--- config.mk ---
export PLATFORM = sky130hd
export DESIGN_NAME = btpwh_top
export DESIGN_NICKNAME = d
export VERILOG_FILES = /design/src/pkg/btpwh_pkg.sv /design/src/hw/btpwh_sync2.sv /design/src/hw/btpwh_top.sv
export SDC_FILE = /design/constraint.sdc
export NUM_CORES = 1
export LEC_CHECK = 0
export BUFFER_PORTS_ARGS = -buffer_cell sky130_fd_sc_hd__buf_2
export CAP_MARGIN = 20
export CORE_ASPECT_RATIO = 0.9
export CORE_MARGIN = 2
export CORE_UTILIZATION = 48
export CTS_BUF_LIST = sky130_fd_sc_hd__clkbuf_4 sky130_fd_sc_hd__clkbuf_8 sky130_fd_sc_hd__clkbuf_16
export DETAILED_ROUTE_END_ITERATION = 7
export PLACE_DENSITY_LB_ADDON = 0.3
export SLEW_MARGIN = 40
export SYNTH_ARGS = -nofsm -noshare
export SYNTH_HDL_FRONTEND = slang
export SYNTH_SLANG_ARGS = --single-unit
--- constraint.sdc ---
create_clock -name ref_clk -period 4.23 [get_ports ref_clk]
set_input_delay 0.846 -clock ref_clk [delete_from_list [all_inputs] [get_ports ref_clk]]
set_output_delay 0.846 -clock ref_clk [all_outputs]
set_load 0.01 [all_outputs]
--- src/pkg/btpwh_pkg.sv ---
`default_nettype none
package btpwh_pkg;
  // Clock rates and the low-power tick divider
  localparam int unsigned CLK_FREQ_HZ = 250_000_000;
  localparam int unsigned LPO_FREQ_HZ = 32_768;
  localparam int unsigned LPO_DIV_DFLT = CLK_FREQ_HZ / LPO_FREQ_HZ;
  localparam int LPO_CNT_W = 16;
  localparam int INTERVAL_W = 16;

  // Reset values
  localparam logic REF_CLK_REQ_RST = 1'b0;
  localparam logic POL_ACTIVE_HIGH = 1'b1;

  // Connection low-power modes
  typedef enum logic [1:0] {
    LPM_NONE,
    LPM_SNIFF,
    LPM_HOLD,
    LPM_PARK
  } btpwh_lpmode_t;

  // Power states of the section
  typedef enum logic [1:0] {
    ST_ACTIVE,
    ST_SLEEP,
    ST_LOWPWR,
    ST_SHUTDOWN
  } btpwh_state_t;

  // Software configuration
  typedef struct packed {
    logic devWakePol;
    logic hostWakePol;
    btpwh_lpmode_t lpMode;
    logic [INTERVAL_W-1:0] wakeInterval;
  } btpwh_cfg_t;

  // Transceiver power-down controls, high means powered down
  typedef struct packed {
    logic tx;
    logic rx;
    logic pll;
    logic pa;
  } btpwh_rfpd_t;

  localparam btpwh_rfpd_t RFPD_ALL_OFF = '{tx: 1'b1, rx: 1'b1, pll: 1'b1, pa: 1'b1};
endpackage
`default_nettype wire

--- src/hw/btpwh_sync2.sv ---
`timescale 1ns/1ps
`default_nettype none
module btpwh_sync2 (
  input wire logic ref_clk,
  input wire logic rst,
  input wire logic asyncIn,
  output logic syncOut
);
  logic stage1_ff;
  logic nxt_stage1;
  logic stage2_ff;
  logic nxt_stage2;

  // Stage one feeds only stage two
  always_comb begin
    nxt_stage1 = asyncIn;
    nxt_stage2 = stage1_ff;
  end

  always_ff @(posedge ref_clk or posedge rst) begin
    if (rst) begin
      stage1_ff <= 1'b0;
      stage2_ff <= 1'b0;
    end else begin
      stage1_ff <= nxt_stage1;
      stage2_ff <= nxt_stage2;
    end
  end

  assign syncOut = stage2_ff;
endmodule
`default_nettype wire

--- src/hw/btpwh_top.sv ---
// Function
// Sleep entry can be triggered both by a software request and by the baseband core.
// Separate power-down outputs go to the transceiver for transmit, receive, PLL and PA.
// An asserted device_wake_request wakes the device and blocks any sleep entry.
// With device_wake_request deasserted, sleep is entered only once sleep criteria hold.
// The active level of both wake signals is chosen by software configuration.
// When host_wake_request is asserted, the host wakes or stays awake to serve the device.
// While host_wake_request is deasserted, the host may sleep on its own criteria.
// ref_clock_request is raised when either the Bluetooth or the WLAN section needs clock.
// ref_clock_request is active high and is low during power-up and reset.
// The radio paths are powered only while a packet is being sent or received.
// Sniff, hold and park run on low-power ticks and wake after a set interval.
// In shutdown every output is released and most inputs are ignored; the code releases only host wake and ref clock request.
// Leaving shutdown behaves as a fresh power-up with no kept state.
// The wake signals act as a low-power out-of-band companion to the UART transport.
// device_wake_request passes a two-stage synchroniser before any decision uses it.
`timescale 1ns/1ps
`default_nettype none
module btpwh_top #(
  parameter int unsigned LPO_DIV_CYCLES = btpwh_pkg::LPO_DIV_DFLT
) (
  input wire logic ref_clk,
  input wire logic rst,
  input wire logic devWakePin,
  input wire btpwh_pkg::btpwh_cfg_t cfg,
  input wire logic swSleepReq,
  input wire logic bbSleepReq,
  input wire logic sleepCriteriaMet,
  input wire logic bbHostAttn,
  input wire logic bbTxActive,
  input wire logic bbRxActive,
  input wire logic wlanClkNeed,
  input wire logic shutdownReq,
  output logic hostWakeOut,
  output logic hostWakeOe,
  output logic refClkReqOut,
  output logic refClkReqOe,
  output btpwh_pkg::btpwh_rfpd_t rfPowerDown,
  output btpwh_pkg::btpwh_state_t pwrState,
  output logic lpoClkSel,
  output logic intervalWake
);
  import btpwh_pkg::*;

  localparam logic [LPO_CNT_W-1:0] LPO_DIV_LAST = LPO_CNT_W'(LPO_DIV_CYCLES - 1);

  logic devWakeSync;
  logic devWakeAsserted;
  logic inputsOn;
  logic lpoTick;
  logic sleepTrigger;

  btpwh_state_t state_ff;
  btpwh_state_t nxt_state;
  logic [LPO_CNT_W-1:0] lpoCnt_ff;
  logic [LPO_CNT_W-1:0] nxt_lpoCnt;
  logic [INTERVAL_W-1:0] ivlCnt_ff;
  logic [INTERVAL_W-1:0] nxt_ivlCnt;
  logic intervalWake_ff;
  logic nxt_intervalWake;
  btpwh_rfpd_t rfpd_ff;
  btpwh_rfpd_t nxt_rfpd;
  logic hostWake_ff;
  logic nxt_hostWake;
  logic hostWakeOe_ff;
  logic nxt_hostWakeOe;
  logic refClkReq_ff;
  logic nxt_refClkReq;
  logic refClkOe_ff;
  logic nxt_refClkOe;

  // Wake pin comes from the host clock domain
  btpwh_sync2 u_devWakeSync (
    .ref_clk(ref_clk),
    .rst(rst),
    .asyncIn(devWakePin),
    .syncOut(devWakeSync)
  );

  // Input gating and polarity; shutdown ignores host inputs
  always_comb begin
    inputsOn = (state_ff != ST_SHUTDOWN);
    devWakeAsserted = inputsOn && (devWakeSync == cfg.devWakePol);
    sleepTrigger = inputsOn && (swSleepReq || bbSleepReq);
  end

  // Low-power tick divider, a clock enable rather than a second clock
  always_comb begin
    lpoTick = (lpoCnt_ff == LPO_DIV_LAST);
    if (state_ff == ST_SHUTDOWN || lpoTick) begin
      nxt_lpoCnt = '0;
    end else begin
      nxt_lpoCnt = lpoCnt_ff + 1'b1;
    end
  end

  // Power state machine; shutdown clears everything so exit is a fresh start
  always_comb begin
    nxt_state = state_ff;
    nxt_ivlCnt = ivlCnt_ff;
    nxt_intervalWake = 1'b0;
    unique case (state_ff)
      ST_ACTIVE: begin
        nxt_ivlCnt = '0;
        if (shutdownReq) begin
          nxt_state = ST_SHUTDOWN;
        end else if (!devWakeAsserted && sleepCriteriaMet && sleepTrigger) begin
          nxt_state = (cfg.lpMode == LPM_NONE) ? ST_SLEEP : ST_LOWPWR;
        end
      end
      ST_SLEEP: begin
        if (shutdownReq) begin
          nxt_state = ST_SHUTDOWN;
        end else if (devWakeAsserted) begin
          nxt_state = ST_ACTIVE;
        end
      end
      ST_LOWPWR: begin
        if (shutdownReq) begin
          nxt_state = ST_SHUTDOWN;
        end else if (devWakeAsserted) begin
          nxt_state = ST_ACTIVE;
        end else if (lpoTick) begin
          // Interval counted in low-power ticks
          if (ivlCnt_ff + 1'b1 >= cfg.wakeInterval) begin
            nxt_state = ST_ACTIVE;
            nxt_intervalWake = 1'b1;
          end else begin
            nxt_ivlCnt = ivlCnt_ff + 1'b1;
          end
        end
      end
      ST_SHUTDOWN: begin
        nxt_ivlCnt = '0;
        if (!shutdownReq) begin
          nxt_state = ST_ACTIVE;
        end
      end
    endcase
  end

  // Outputs toward radio, host and clock source
  always_comb begin
    nxt_rfpd = RFPD_ALL_OFF;
    nxt_hostWake = !cfg.hostWakePol;
    nxt_hostWakeOe = 1'b1;
    nxt_refClkReq = wlanClkNeed || (nxt_state == ST_ACTIVE);
    nxt_refClkOe = 1'b1;
    if (nxt_state == ST_ACTIVE) begin
      // Radio on only inside packets
      nxt_rfpd.tx = !bbTxActive;
      nxt_rfpd.pa = !bbTxActive;
      nxt_rfpd.rx = !bbRxActive;
      nxt_rfpd.pll = !(bbTxActive || bbRxActive);
    end
    if (nxt_state != ST_SHUTDOWN && bbHostAttn) begin
      nxt_hostWake = cfg.hostWakePol;
    end
    if (nxt_state == ST_SHUTDOWN) begin
      // Released pins draw no current from the system
      nxt_hostWakeOe = 1'b0;
      nxt_refClkOe = 1'b0;
      nxt_refClkReq = 1'b0;
    end
  end

  always_ff @(posedge ref_clk or posedge rst) begin
    if (rst) begin
      state_ff <= ST_ACTIVE;
      lpoCnt_ff <= '0;
      ivlCnt_ff <= '0;
      intervalWake_ff <= 1'b0;
      rfpd_ff <= RFPD_ALL_OFF;
      hostWake_ff <= !POL_ACTIVE_HIGH;
      hostWakeOe_ff <= 1'b1;
      refClkReq_ff <= REF_CLK_REQ_RST;
      refClkOe_ff <= 1'b1;
    end else begin
      state_ff <= nxt_state;
      lpoCnt_ff <= nxt_lpoCnt;
      ivlCnt_ff <= nxt_ivlCnt;
      intervalWake_ff <= nxt_intervalWake;
      rfpd_ff <= nxt_rfpd;
      hostWake_ff <= nxt_hostWake;
      hostWakeOe_ff <= nxt_hostWakeOe;
      refClkReq_ff <= nxt_refClkReq;
      refClkOe_ff <= nxt_refClkOe;
    end
  end

  assign hostWakeOut = hostWake_ff;
  assign hostWakeOe = hostWakeOe_ff;
  assign refClkReqOut = refClkReq_ff;
  assign refClkReqOe = refClkOe_ff;
  assign rfPowerDown = rfpd_ff;
  assign pwrState = state_ff;
  assign lpoClkSel = (state_ff == ST_LOWPWR);
  assign intervalWake = intervalWake_ff;

  // Checks beside the logic
  a_wake_blocks_sleep: assert property (@(posedge ref_clk) disable iff (rst)
    (state_ff == ST_ACTIVE && devWakeAsserted && !shutdownReq) |=> state_ff == ST_ACTIVE)
    else $error("sleep entered while wake asserted");
  a_sleep_needs_criteria: assert property (@(posedge ref_clk) disable iff (rst)
    (state_ff inside {ST_SLEEP, ST_LOWPWR} && $past(state_ff) == ST_ACTIVE)
    |-> $past(sleepCriteriaMet) && $past(sleepTrigger) && !$past(devWakeAsserted))
    else $error("sleep without criteria");
  a_sleep_wakes_up: assert property (@(posedge ref_clk) disable iff (rst)
    (state_ff inside {ST_SLEEP, ST_LOWPWR} && devWakeAsserted && !shutdownReq)
    |=> state_ff == ST_ACTIVE)
    else $error("wake request ignored");
  a_refclk_wlan: assert property (@(posedge ref_clk) disable iff (rst)
    (wlanClkNeed && nxt_state != ST_SHUTDOWN) |=> refClkReqOut)
    else $error("clock request missing for wlan");
  a_tx_path_on: assert property (@(posedge ref_clk) disable iff (rst)
    (nxt_state == ST_ACTIVE && bbTxActive) |=> !rfPowerDown.tx && !rfPowerDown.pa && !rfPowerDown.pll)
    else $error("tx path not powered");
  a_rf_off_idle: assert property (@(posedge ref_clk) disable iff (rst)
    (!bbTxActive && !bbRxActive) |=> rfPowerDown == RFPD_ALL_OFF)
    else $error("radio powered while idle");
  a_host_wake_pol: assert property (@(posedge ref_clk) disable iff (rst)
    (bbHostAttn && nxt_state != ST_SHUTDOWN) |=> hostWakeOut == $past(cfg.hostWakePol))
    else $error("host wake level wrong");
  a_shutdown_tristate: assert property (@(posedge ref_clk) disable iff (rst)
    (state_ff == ST_SHUTDOWN) |-> !hostWakeOe && !refClkReqOe && !refClkReqOut)
    else $error("outputs driven in shutdown");
  a_shutdown_fresh: assert property (@(posedge ref_clk) disable iff (rst)
    (state_ff == ST_SHUTDOWN && !shutdownReq) |=> state_ff == ST_ACTIVE && ivlCnt_ff == '0)
    else $error("state kept across shutdown");
  a_lpo_tick_only: assert property (@(posedge ref_clk) disable iff (rst)
    intervalWake |-> $past(lpoTick) && $past(state_ff) == ST_LOWPWR)
    else $error("interval wake off tick");

  c_enter_sleep: cover property (@(posedge ref_clk) disable iff (rst)
    state_ff == ST_ACTIVE ##1 state_ff == ST_SLEEP);
  c_interval_wake: cover property (@(posedge ref_clk) disable iff (rst) intervalWake);
  c_shutdown_exit: cover property (@(posedge ref_clk) disable iff (rst)
    state_ff == ST_SHUTDOWN ##1 state_ff == ST_ACTIVE);
  c_host_wake: cover property (@(posedge ref_clk) disable iff (rst)
    hostWakeOut == cfg.hostWakePol);
endmodule
`default_nettype wire

---- After elaboration in Yosys (flattened, before gate mapping) ----
Index checks and enable logic that the tools add are counted.
storage, ports and cells
  register bits after elaboration ......... 44
  bits of input ports ..................... 31
  output and inout bits ................... 12
  word-level logic and storage cells ...... 74
operators by class
  add/sub/neg operators ................... 2
  order comparisons ....................... 1
  equality and inequality tests ........... 12
  multiplexer cells ....................... 26
  reductions and logical operators ........ 20
operators with widths
  kind                                                    number
  two-way mux 16 bit                                      5
  adder 16 x 1 -> 16 bit (second input constant)          2
  case mux 16 bit (2 select lines)                        1
  two-way mux 2 bit                                       10
  equality test 16 x 13 -> 1 bit (second input constant)  1
  >= comparator 16 bit                                    1
  inequality test 2 bit (second input constant)           5
  two-way mux 1 bit                                       8
  case mux 2 bit (4 select lines)                         1
  equality test 2 bit (second input constant)             3
  zero test 2 bit                                         3
  logical AND 1 bit                                       5
  zero test 1 bit                                         5
  AND reduction 5 bit                                     1
  logical OR 1 bit                                        4
  two-way mux 4 bit                                       1
  equality test 2 x 1 -> 1 bit (second input constant)    1
  inequality test 2 x 1 -> 1 bit (second input constant)  1
  nonzero test 2 bit                                      1
  OR reduction 2 bit                                      1
  equality test 1 bit                                     1

---- Depth between registers and ports, before layout ----
Gate-level depths: netlist of run 1.
  depth in word-level cells ............... 11
  depth in mapped cells ................... 15
  mapped depth without buffers ............ 15

---- Cells and area by module ----
From an unflattened synthesis of run 1, not the netlist that was laid out.
second synthesis, totals
  cells, all modules ...................... 298
  area total of the unflattened synthesis .. 2,785.2 sq um
modules (own cells, without submodules)
  module       instances  cells each  area each (sq um)  seq. area each (sq um)
  btpwh_top    1          295         2,731.4            1,031.0
  btpwh_sync2  1          3           53.8               50.0

---- Least setup slack after synthesis of run 1 ----
No wires, ideal clock.
  kind .................................... register to register
  from .................................... reg ivlCnt_ff[0]
  to ...................................... reg ivlCnt_ff[6]
  setup time .............................. 0.121 ns
  arrival ................................. 3.067 ns
  required time ........................... 4.109 ns
  setup slack ............................. 1.042 ns
  cell stages (with the launch flop) ...... 16
  path buffers ............................ 1
  clock period less this slack ............ 3.188 ns
  cells stage by stage .................... dfrtp_1 ha_1 nand3_1 nor3_1 and3_1 nand3_1 xnor2_1 ha_1 o21ai_0 nor2_1 nor4_2 o2111ai_1 a21oi_2 buf_4 nand2_1 a22o_1
on the way
  cells in the longest elaborated chain, start to end .. 6
  elaborated cells on any way between the ends .. 9
  classes of those cells .................. 1 x add/sub; 1 x order compare; 1 x eq/ne; 5 x mux; 1 x reduce/logical
RTL lines
  what                                                                          line                                RTL
  start: declaration                                                            btpwh_top.sv:57                     logic [INTERVAL_W-1:0] ivlCnt_ff;
  start signal: assignment                                                      btpwh_top.sv:181                    ivlCnt_ff <= nxt_ivlCnt;
  adder 16 x 1 -> 16 bit *                                                      btpwh_top.sv:125, btpwh_top.sv:129
  parallel branches: the longest is 5 deep, another holds >= comparator 16 bit  -
Every way passes the cells marked *. The select of a mux whose other input is x is not followed.
A chain may end at the register's enable or synchronous reset.

---- Worst setup path after layout of run 1 ----
  from .................................... reg ivlCnt_ff[0]
  to ...................................... reg ivlCnt_ff[11]
Same word-level chain as after synthesis.

==> flow_summary_export.csv, run 1 <==
group,metric,value,unit
finish,postLayoutCoreUtil,55.7,%
clocking,cts_hold_buf,0,
placement,dp_hpwl,4030,um
finish,areaGrowthSynthToFinish,13.0,%
clocking,clk_latency,300,ps
routing,ant_nets,0,
synthesis,yosys_warnings,0,
setup_path,cp-end-kind,"flip-flop",
die,die-height,76.3,um
clocking,cts_tree,"done",
timing,period_needed,3750,ps
timing,holdWs,346,ps
clocking,cts_resized,0,
setup_path,critPathTopFamily,"simple AND/OR/NAND/NOR gates",
finish,layout.nets,415,
setup_path,crit_type,"reg -> reg",
synthesis,ys_ff_latch,43,
power,powerDensity,492,nW/um^2
setup_path,regToRegStartpoint,"ivlCnt_ff[0]",
synthesis,netlist-cell-type-count,46,
clocking,clockRootBuffer,"clkbuf_8",
clocking,clock_sink_count,43,
timing,tns,0,ps
global_routing,use_met2,28.7,%
min_path,min-delay-start,"u_devWakeSync.nxt_stage2",
placement,finalWeightedCongestion,0.847,
finish,layout-drive-gt1-share,18.8,%
outcome,status,"completed",
die,rows,26,
timing,slew_headroom,55.8,%
routing,firstDrtPassIters,4,
global_routing,grt_pass1_wl,9760,um
global_routing,grt_pass1_vias,2207,
setup_path,critPathArrivalTime,3990,ps
synthesis,synth_nets,375,
power,sw_frac_of_total,41.0,%
clocking,htreeDepth,2,
setup_path,critPathMaxStageDelay,450,ps
power,seq_power_share,35.4,%
routing,finalWirelength,5380,um
die,pin_count,43,
placement,placedCellCount,424,
setup_path,crit_path_start_kind,"flip-flop",
setup_path,setup.worst_path.start,"ivlCnt_ff[0]",
setup_path,cp_max_fo,25,
routing,drtIter0Drc,122,
setup_path,critPathRequiredTime,4470,ps
synthesis,synthArstFlopShare,100,%
timing,setup_viol,0,
timing,slew_violations,0,
clocking,numCtsBuffers,5,
finish,fillers,520,
global_routing,grt-busiest-layer,"met2",
finish,diodes,0,
timing,fin_crit_sh,88.7,%
synthesis,synthFlopType,"dfrtp_1",
die,core,5660,um^2
timing,hold_violations,0,
finish,instances_no_fill,432,
synthesis,synth_cells,321,
global_routing,grt_use_total,18.3,%
routing,vias_per_cell,5.17,
synthesis,synth_edf_count,0,
placement,port-buffer-count,42,
timing,fin_skew,13.9,ps
power,p_leak,1.55,nW
clocking,clk_pin_slew,90,ps
power,power.share.combinational,45.9,%
global_routing,antenna_found_initial,0,
timing,tightest_slew,663,ps
global_routing,grtUsageMet1,26.5,%
power,switching_power,0.637,mW
power,p_total,1.55,mW
die,dieWidth,84.4,um
setup_path,crit_slowest_cell,"nor3_1",
timing,fmax,266,MHz
setup_path,cp_cell_sequence,"ha_1 > nand3_1 > nor3_1 > and3_1 > nand3_1 > xnor2_1 > ha_1 > o21ai_0 > nor2_1 > nor4_2 > o2111ai_1 > a21oi_2 > buf_4 > and2_1 > a22o_1",
die,initial_core_util,49.3,%
power,pwr-share-clk,18.7,%
routing,route.detailed.drc,0,
min_path,holdCritPathClass,"reg -> reg",
clocking,postCtsSetupRepairBufs,0,
routing,vias,2232,
power,internal-power,0.915,mW
global_routing,use_met3,3.03,%
setup_path,critPathBufInv,1,
power,ir_worst_vdd,0.285,mV
die,fp.dieArea,6440,um^2
synthesis,avgSynthCellArea,8.70,um^2
routing,wl_per_cell,12.5,um
synthesis,synth.cell_area,2790,um^2
timing,rsz0062_at_grt,"no",
clocking,cts_buffer_depth,2,
global_routing,grt_max_degree,44,
job,cap_violations,0,
synthesis,yosysSeqAreaShare,38.7,%
global_routing,grt_overflow_total,0,
-- final timing paths --
path	slack (ps)	depth (start not counted)	endpoint
worst min-delay path	350	0	u_devWakeSync.syncOut
worst max-delay path	480	15	ivlCnt_ff[11]
worst min register to register	350	0	u_devWakeSync.syncOut
max in group asynchronous	3180	3	lpoCnt_ff[15]
min in group asynchronous	680	3	lpoCnt_ff[12]
worst max register to register	480	15	ivlCnt_ff[11]
-- power groups by stage --
stage | sequential, mW | clock [mW] | combinational (mW)
floorplan | 0.562 | 0 | 0.556
global placement | 0.557 | 0 | 0.700
detailed placement | 0.558 | 0 | 0.718
CTS | 0.551 | 0.301 | 0.721
global route | 0.561 | 0.316 | 0.823
finish | 0.550 | 0.290 | 0.712
-- cell type report --
type / instances / area, um^2 / share of cell area [%]
Inverter: 33 / 125 / 3.97
Multi-Input combinational cell: 234 / 1530 / 48.6
Clock buffer: 7 / 96.3 / 3.05
Timing Repair Buffer: 44 / 225 / 7.14
Clock inverter: 1 / 7.51 / 0.238
Tap cell: 70 / 87.6 / 2.78
Sequential cell: 43 / 1080 / 34.3
-- state kept, by name, indices dropped and copies added (netlist names) --
register,cells
hostWakeOut,1
intervalWake,1
ivlCnt_ff,16
lpoCnt_ff,16
pwrState,2
refClkReqOe,1
refClkReqOut,1
rfPowerDown,3
u_devWakeSync.nxt_stage2,1
u_devWakeSync.syncOut,1
-- synth_stat cells (2+ instances only) --
library cell | count | share of area (%)
a211oi_1 | 2 | 0.54
dfstp_2 | 4 | 3.8
clkbuf_1 | 6 | 0.81
a21o_1 | 2 | 0.54
a21oi_1 | 10 | 1.8
nor2_1 | 33 | 4.4
buf_4 | 4 | 1.1
ha_1 | 23 | 10
xnor2_1 | 15 | 4.7
nor3_1 | 7 | 1.3
nor2b_1 | 3 | 0.67
dfrtp_1 | 39 | 35
o31ai_1 | 2 | 0.54
inv_1 | 32 | 4.3
nand3_1 | 27 | 4.8
and3_1 | 9 | 2.0
nand2_1 | 31 | 4.2
or3_1 | 3 | 0.67
and2_1 | 3 | 0.67
xor2_1 | 13 | 4.1
nand4_1 | 4 | 0.90
a22o_1 | 8 | 2.5
o21ai_0 | 18 | 3.2
-- kinds of logic after synthesis --
logic type | share of synthesized area, %
compound gates | 13.2
simple gates | 22.1
flops | 38.7
fa+ha+maj | 10.3
buf+inv | 6.54
xor+xnor | 8.79
mux | 0.359
-- layout by cell type, fill, tap and decap left out, drive strengths merged, types with 2 or more instances in the layout --
cell type	n
buf	44
dfrtp	39
nor2	33
inv	32
nand2	31
nand3	27
ha	23
o21ai	20
xnor2	15
xor2	13
a21oi	12
and3	9
a22o	8
nor3	8
clkbuf	7
nand4	4
dfstp	4
and2	4
or3	3
nor2b	3
a21o	3
a211oi	2
o31ai	2
o21a	2
nand2b	2
-- metrics by stage --
stage	cell area [um^2]	setup WS, ps
after global placement	3050	675
after global routing	3150	128
final	3150	477
after CTS	3150	451
after floorplan	2790	1040
after detailed placement	3050	459
-- metal layers --
metal / vias up / wire [um]
li1: 1165 / -
met1: 1033 / 2760
met2: 29 / 2400
met3: 5 / 167
met4: 0 / 50
met5: - / 0
Note: power is estimated with default switching activity, not from simulation.
==> inputs of run 2 (changes only) <==
clock period = 4.4 ns   (was 4.23 ns; I/O delays follow)
==> flow_summary_export.csv, run 2 (synthesized netlist as in run 1, its figures left out) <==
group,metric,value,unit
finish,layout_commonest_cell,"buf_2",
routing,finalWirelength,5520,um
power,powerDensity,485,nW/um^2
power,seq_power_share,34.5,%
clocking,htreeDepth,2,
die,dieWidth,84.4,um
die,die-height,76.3,um
setup_path,critPathRequiredTime,4640,ps
setup_path,crit_type,"reg -> reg",
routing,firstDrtPassIters,4,
clocking,clk_pin_slew,90,ps
clocking,cts_buffer_depth,2,
placement,dp_hpwl,4050,um
timing,tightest_slew,645,ps
power,pwr-share-clk,20.1,%
global_routing,grtUsageMet1,25.2,%
global_routing,grt-busiest-layer,"met2",
clocking,numCtsBuffers,5,
power,switching_power,0.629,mW
setup_path,regToRegStartpoint,"ivlCnt_ff[0]",
placement,finalWeightedCongestion,0.849,
clocking,cts_tree,"done",
die,pin_count,43,
clocking,cts_resized,0,
setup_path,crit_path_start_kind,"flip-flop",
setup_path,setup.worst_path.start,"ivlCnt_ff[0]",
global_routing,grt_pass1_wl,9650,um
global_routing,use_met2,29.6,%
routing,vias_per_cell,5.26,
setup_path,cp_cell_sequence,"ha_1 > nand3_1 > nor3_1 > and3_1 > nand3_1 > xnor2_1 > ha_1 > o21ai_0 > nor2_1 > nor4_2 > o2111ai_1 > a21oi_2 > buf_4 > and2_1 > a22o_1",
global_routing,grt_overflow_total,0,
setup_path,critPathBufInv,1,
finish,layout.nets,415,
routing,wl_per_cell,12.8,um
timing,hold_violations,0,
clocking,clockRootBuffer,"clkbuf_8",
clocking,cts_hold_buf,0,
power,ir_worst_vdd,0.281,mV
global_routing,grt_max_degree,44,
routing,route.detailed.drc,0,
timing,setup_viol,0,
finish,areaGrowthSynthToFinish,13.3,%
routing,drtIter0Drc,86,
power,p_leak,1.55,nW
setup_path,cp-end-kind,"flip-flop",
routing,vias,2274,
timing,slew_violations,0,
min_path,holdCritPathClass,"reg -> reg",
setup_path,critPathMaxStageDelay,430,ps
global_routing,antenna_found_initial,0,
die,rows,26,
global_routing,use_met3,3.58,%
placement,port-buffer-count,42,
routing,ant_nets,0,
clocking,clock_sink_count,43,
timing,tns,0,ps
finish,layout-drive-gt1-share,18.8,%
setup_path,crit_slowest_cell,"nor3_1",
clocking,postCtsSetupRepairBufs,0,
power,power.share.combinational,45.4,%
die,core,5660,um^2
global_routing,grt_pass1_vias,2171,
timing,fin_crit_sh,85.3,%
outcome,status,"completed",
power,sw_frac_of_total,41.0,%
finish,diodes,0,
setup_path,cp_max_fo,25,
die,fp.dieArea,6440,um^2
timing,holdWs,346,ps
timing,fmax,266,MHz
timing,period_needed,3750,ps
job,cap_violations,0,
timing,slew_headroom,57.0,%
power,internal-power,0.905,mW
die,initial_core_util,49.3,%
timing,rsz0062_at_grt,"no",
global_routing,grt_use_total,18.1,%
clocking,clk_latency,300,ps
setup_path,critPathTopFamily,"simple AND/OR/NAND/NOR gates",
setup_path,critPathArrivalTime,3990,ps
finish,final_cell_mix,"42 x buf_2, 39 x dfrtp_1, 33 x nor2_1",
min_path,min-delay-start,"u_devWakeSync.nxt_stage2",
timing,fin_skew,20.4,ps
==> run 2: worst paths after layout <==
check	end	slack, ps	depth (start not counted)
worst max-delay path	ivlCnt_ff[9]	650	15
worst min-delay path	u_devWakeSync.syncOut	350	0
worst max register to register	ivlCnt_ff[9]	650	15
worst min register to register	u_devWakeSync.syncOut	350	0
max in group asynchronous	ivlCnt_ff[15]	3310	3
min in group asynchronous	lpoCnt_ff[15]	700	3
==> run 2: cell type report <==
type	count	area, um^2
Sequential cell	43	1080
Clock buffer	5	68.8
Inverter	33	125
Multi-Input combinational cell	234	1530
Clock inverter	3	43.8
Timing Repair Buffer	44	225
Tap cell	70	87.6
Fill cell	515	2500
==> run 2: power groups by stage <==
stage                     sequential, mW  combinational [mW]  clock [mW]
final                              0.529               0.697       0.309
after global routing               0.539               0.793       0.334
after CTS                          0.529               0.702       0.319
after detailed placement           0.535               0.695           0
after global placement             0.534               0.672           0
after floorplan                    0.541               0.534           0
==> run 2: layer usage <==
metal | part of all wire, % | wire, um
met2 | 45 | 2480
met1 | 49 | 2700
met5 | 0 | 0
met4 | 0.47 | 26
met3 | 5.6 | 309
==> run 2: through the flow <==
step	area, um^2	power [mW]	setup WS, ps	instances	util [%]
floorplan	2790	1.08	1210	321	-
global placement	3050	1.21	850	424	53.8
detailed placement	3050	1.23	634	424	53.9
CTS	3160	1.55	630	432	55.9
global route	3160	1.66	245	432	55.9
finish	3160	1.53	645	432	55.9
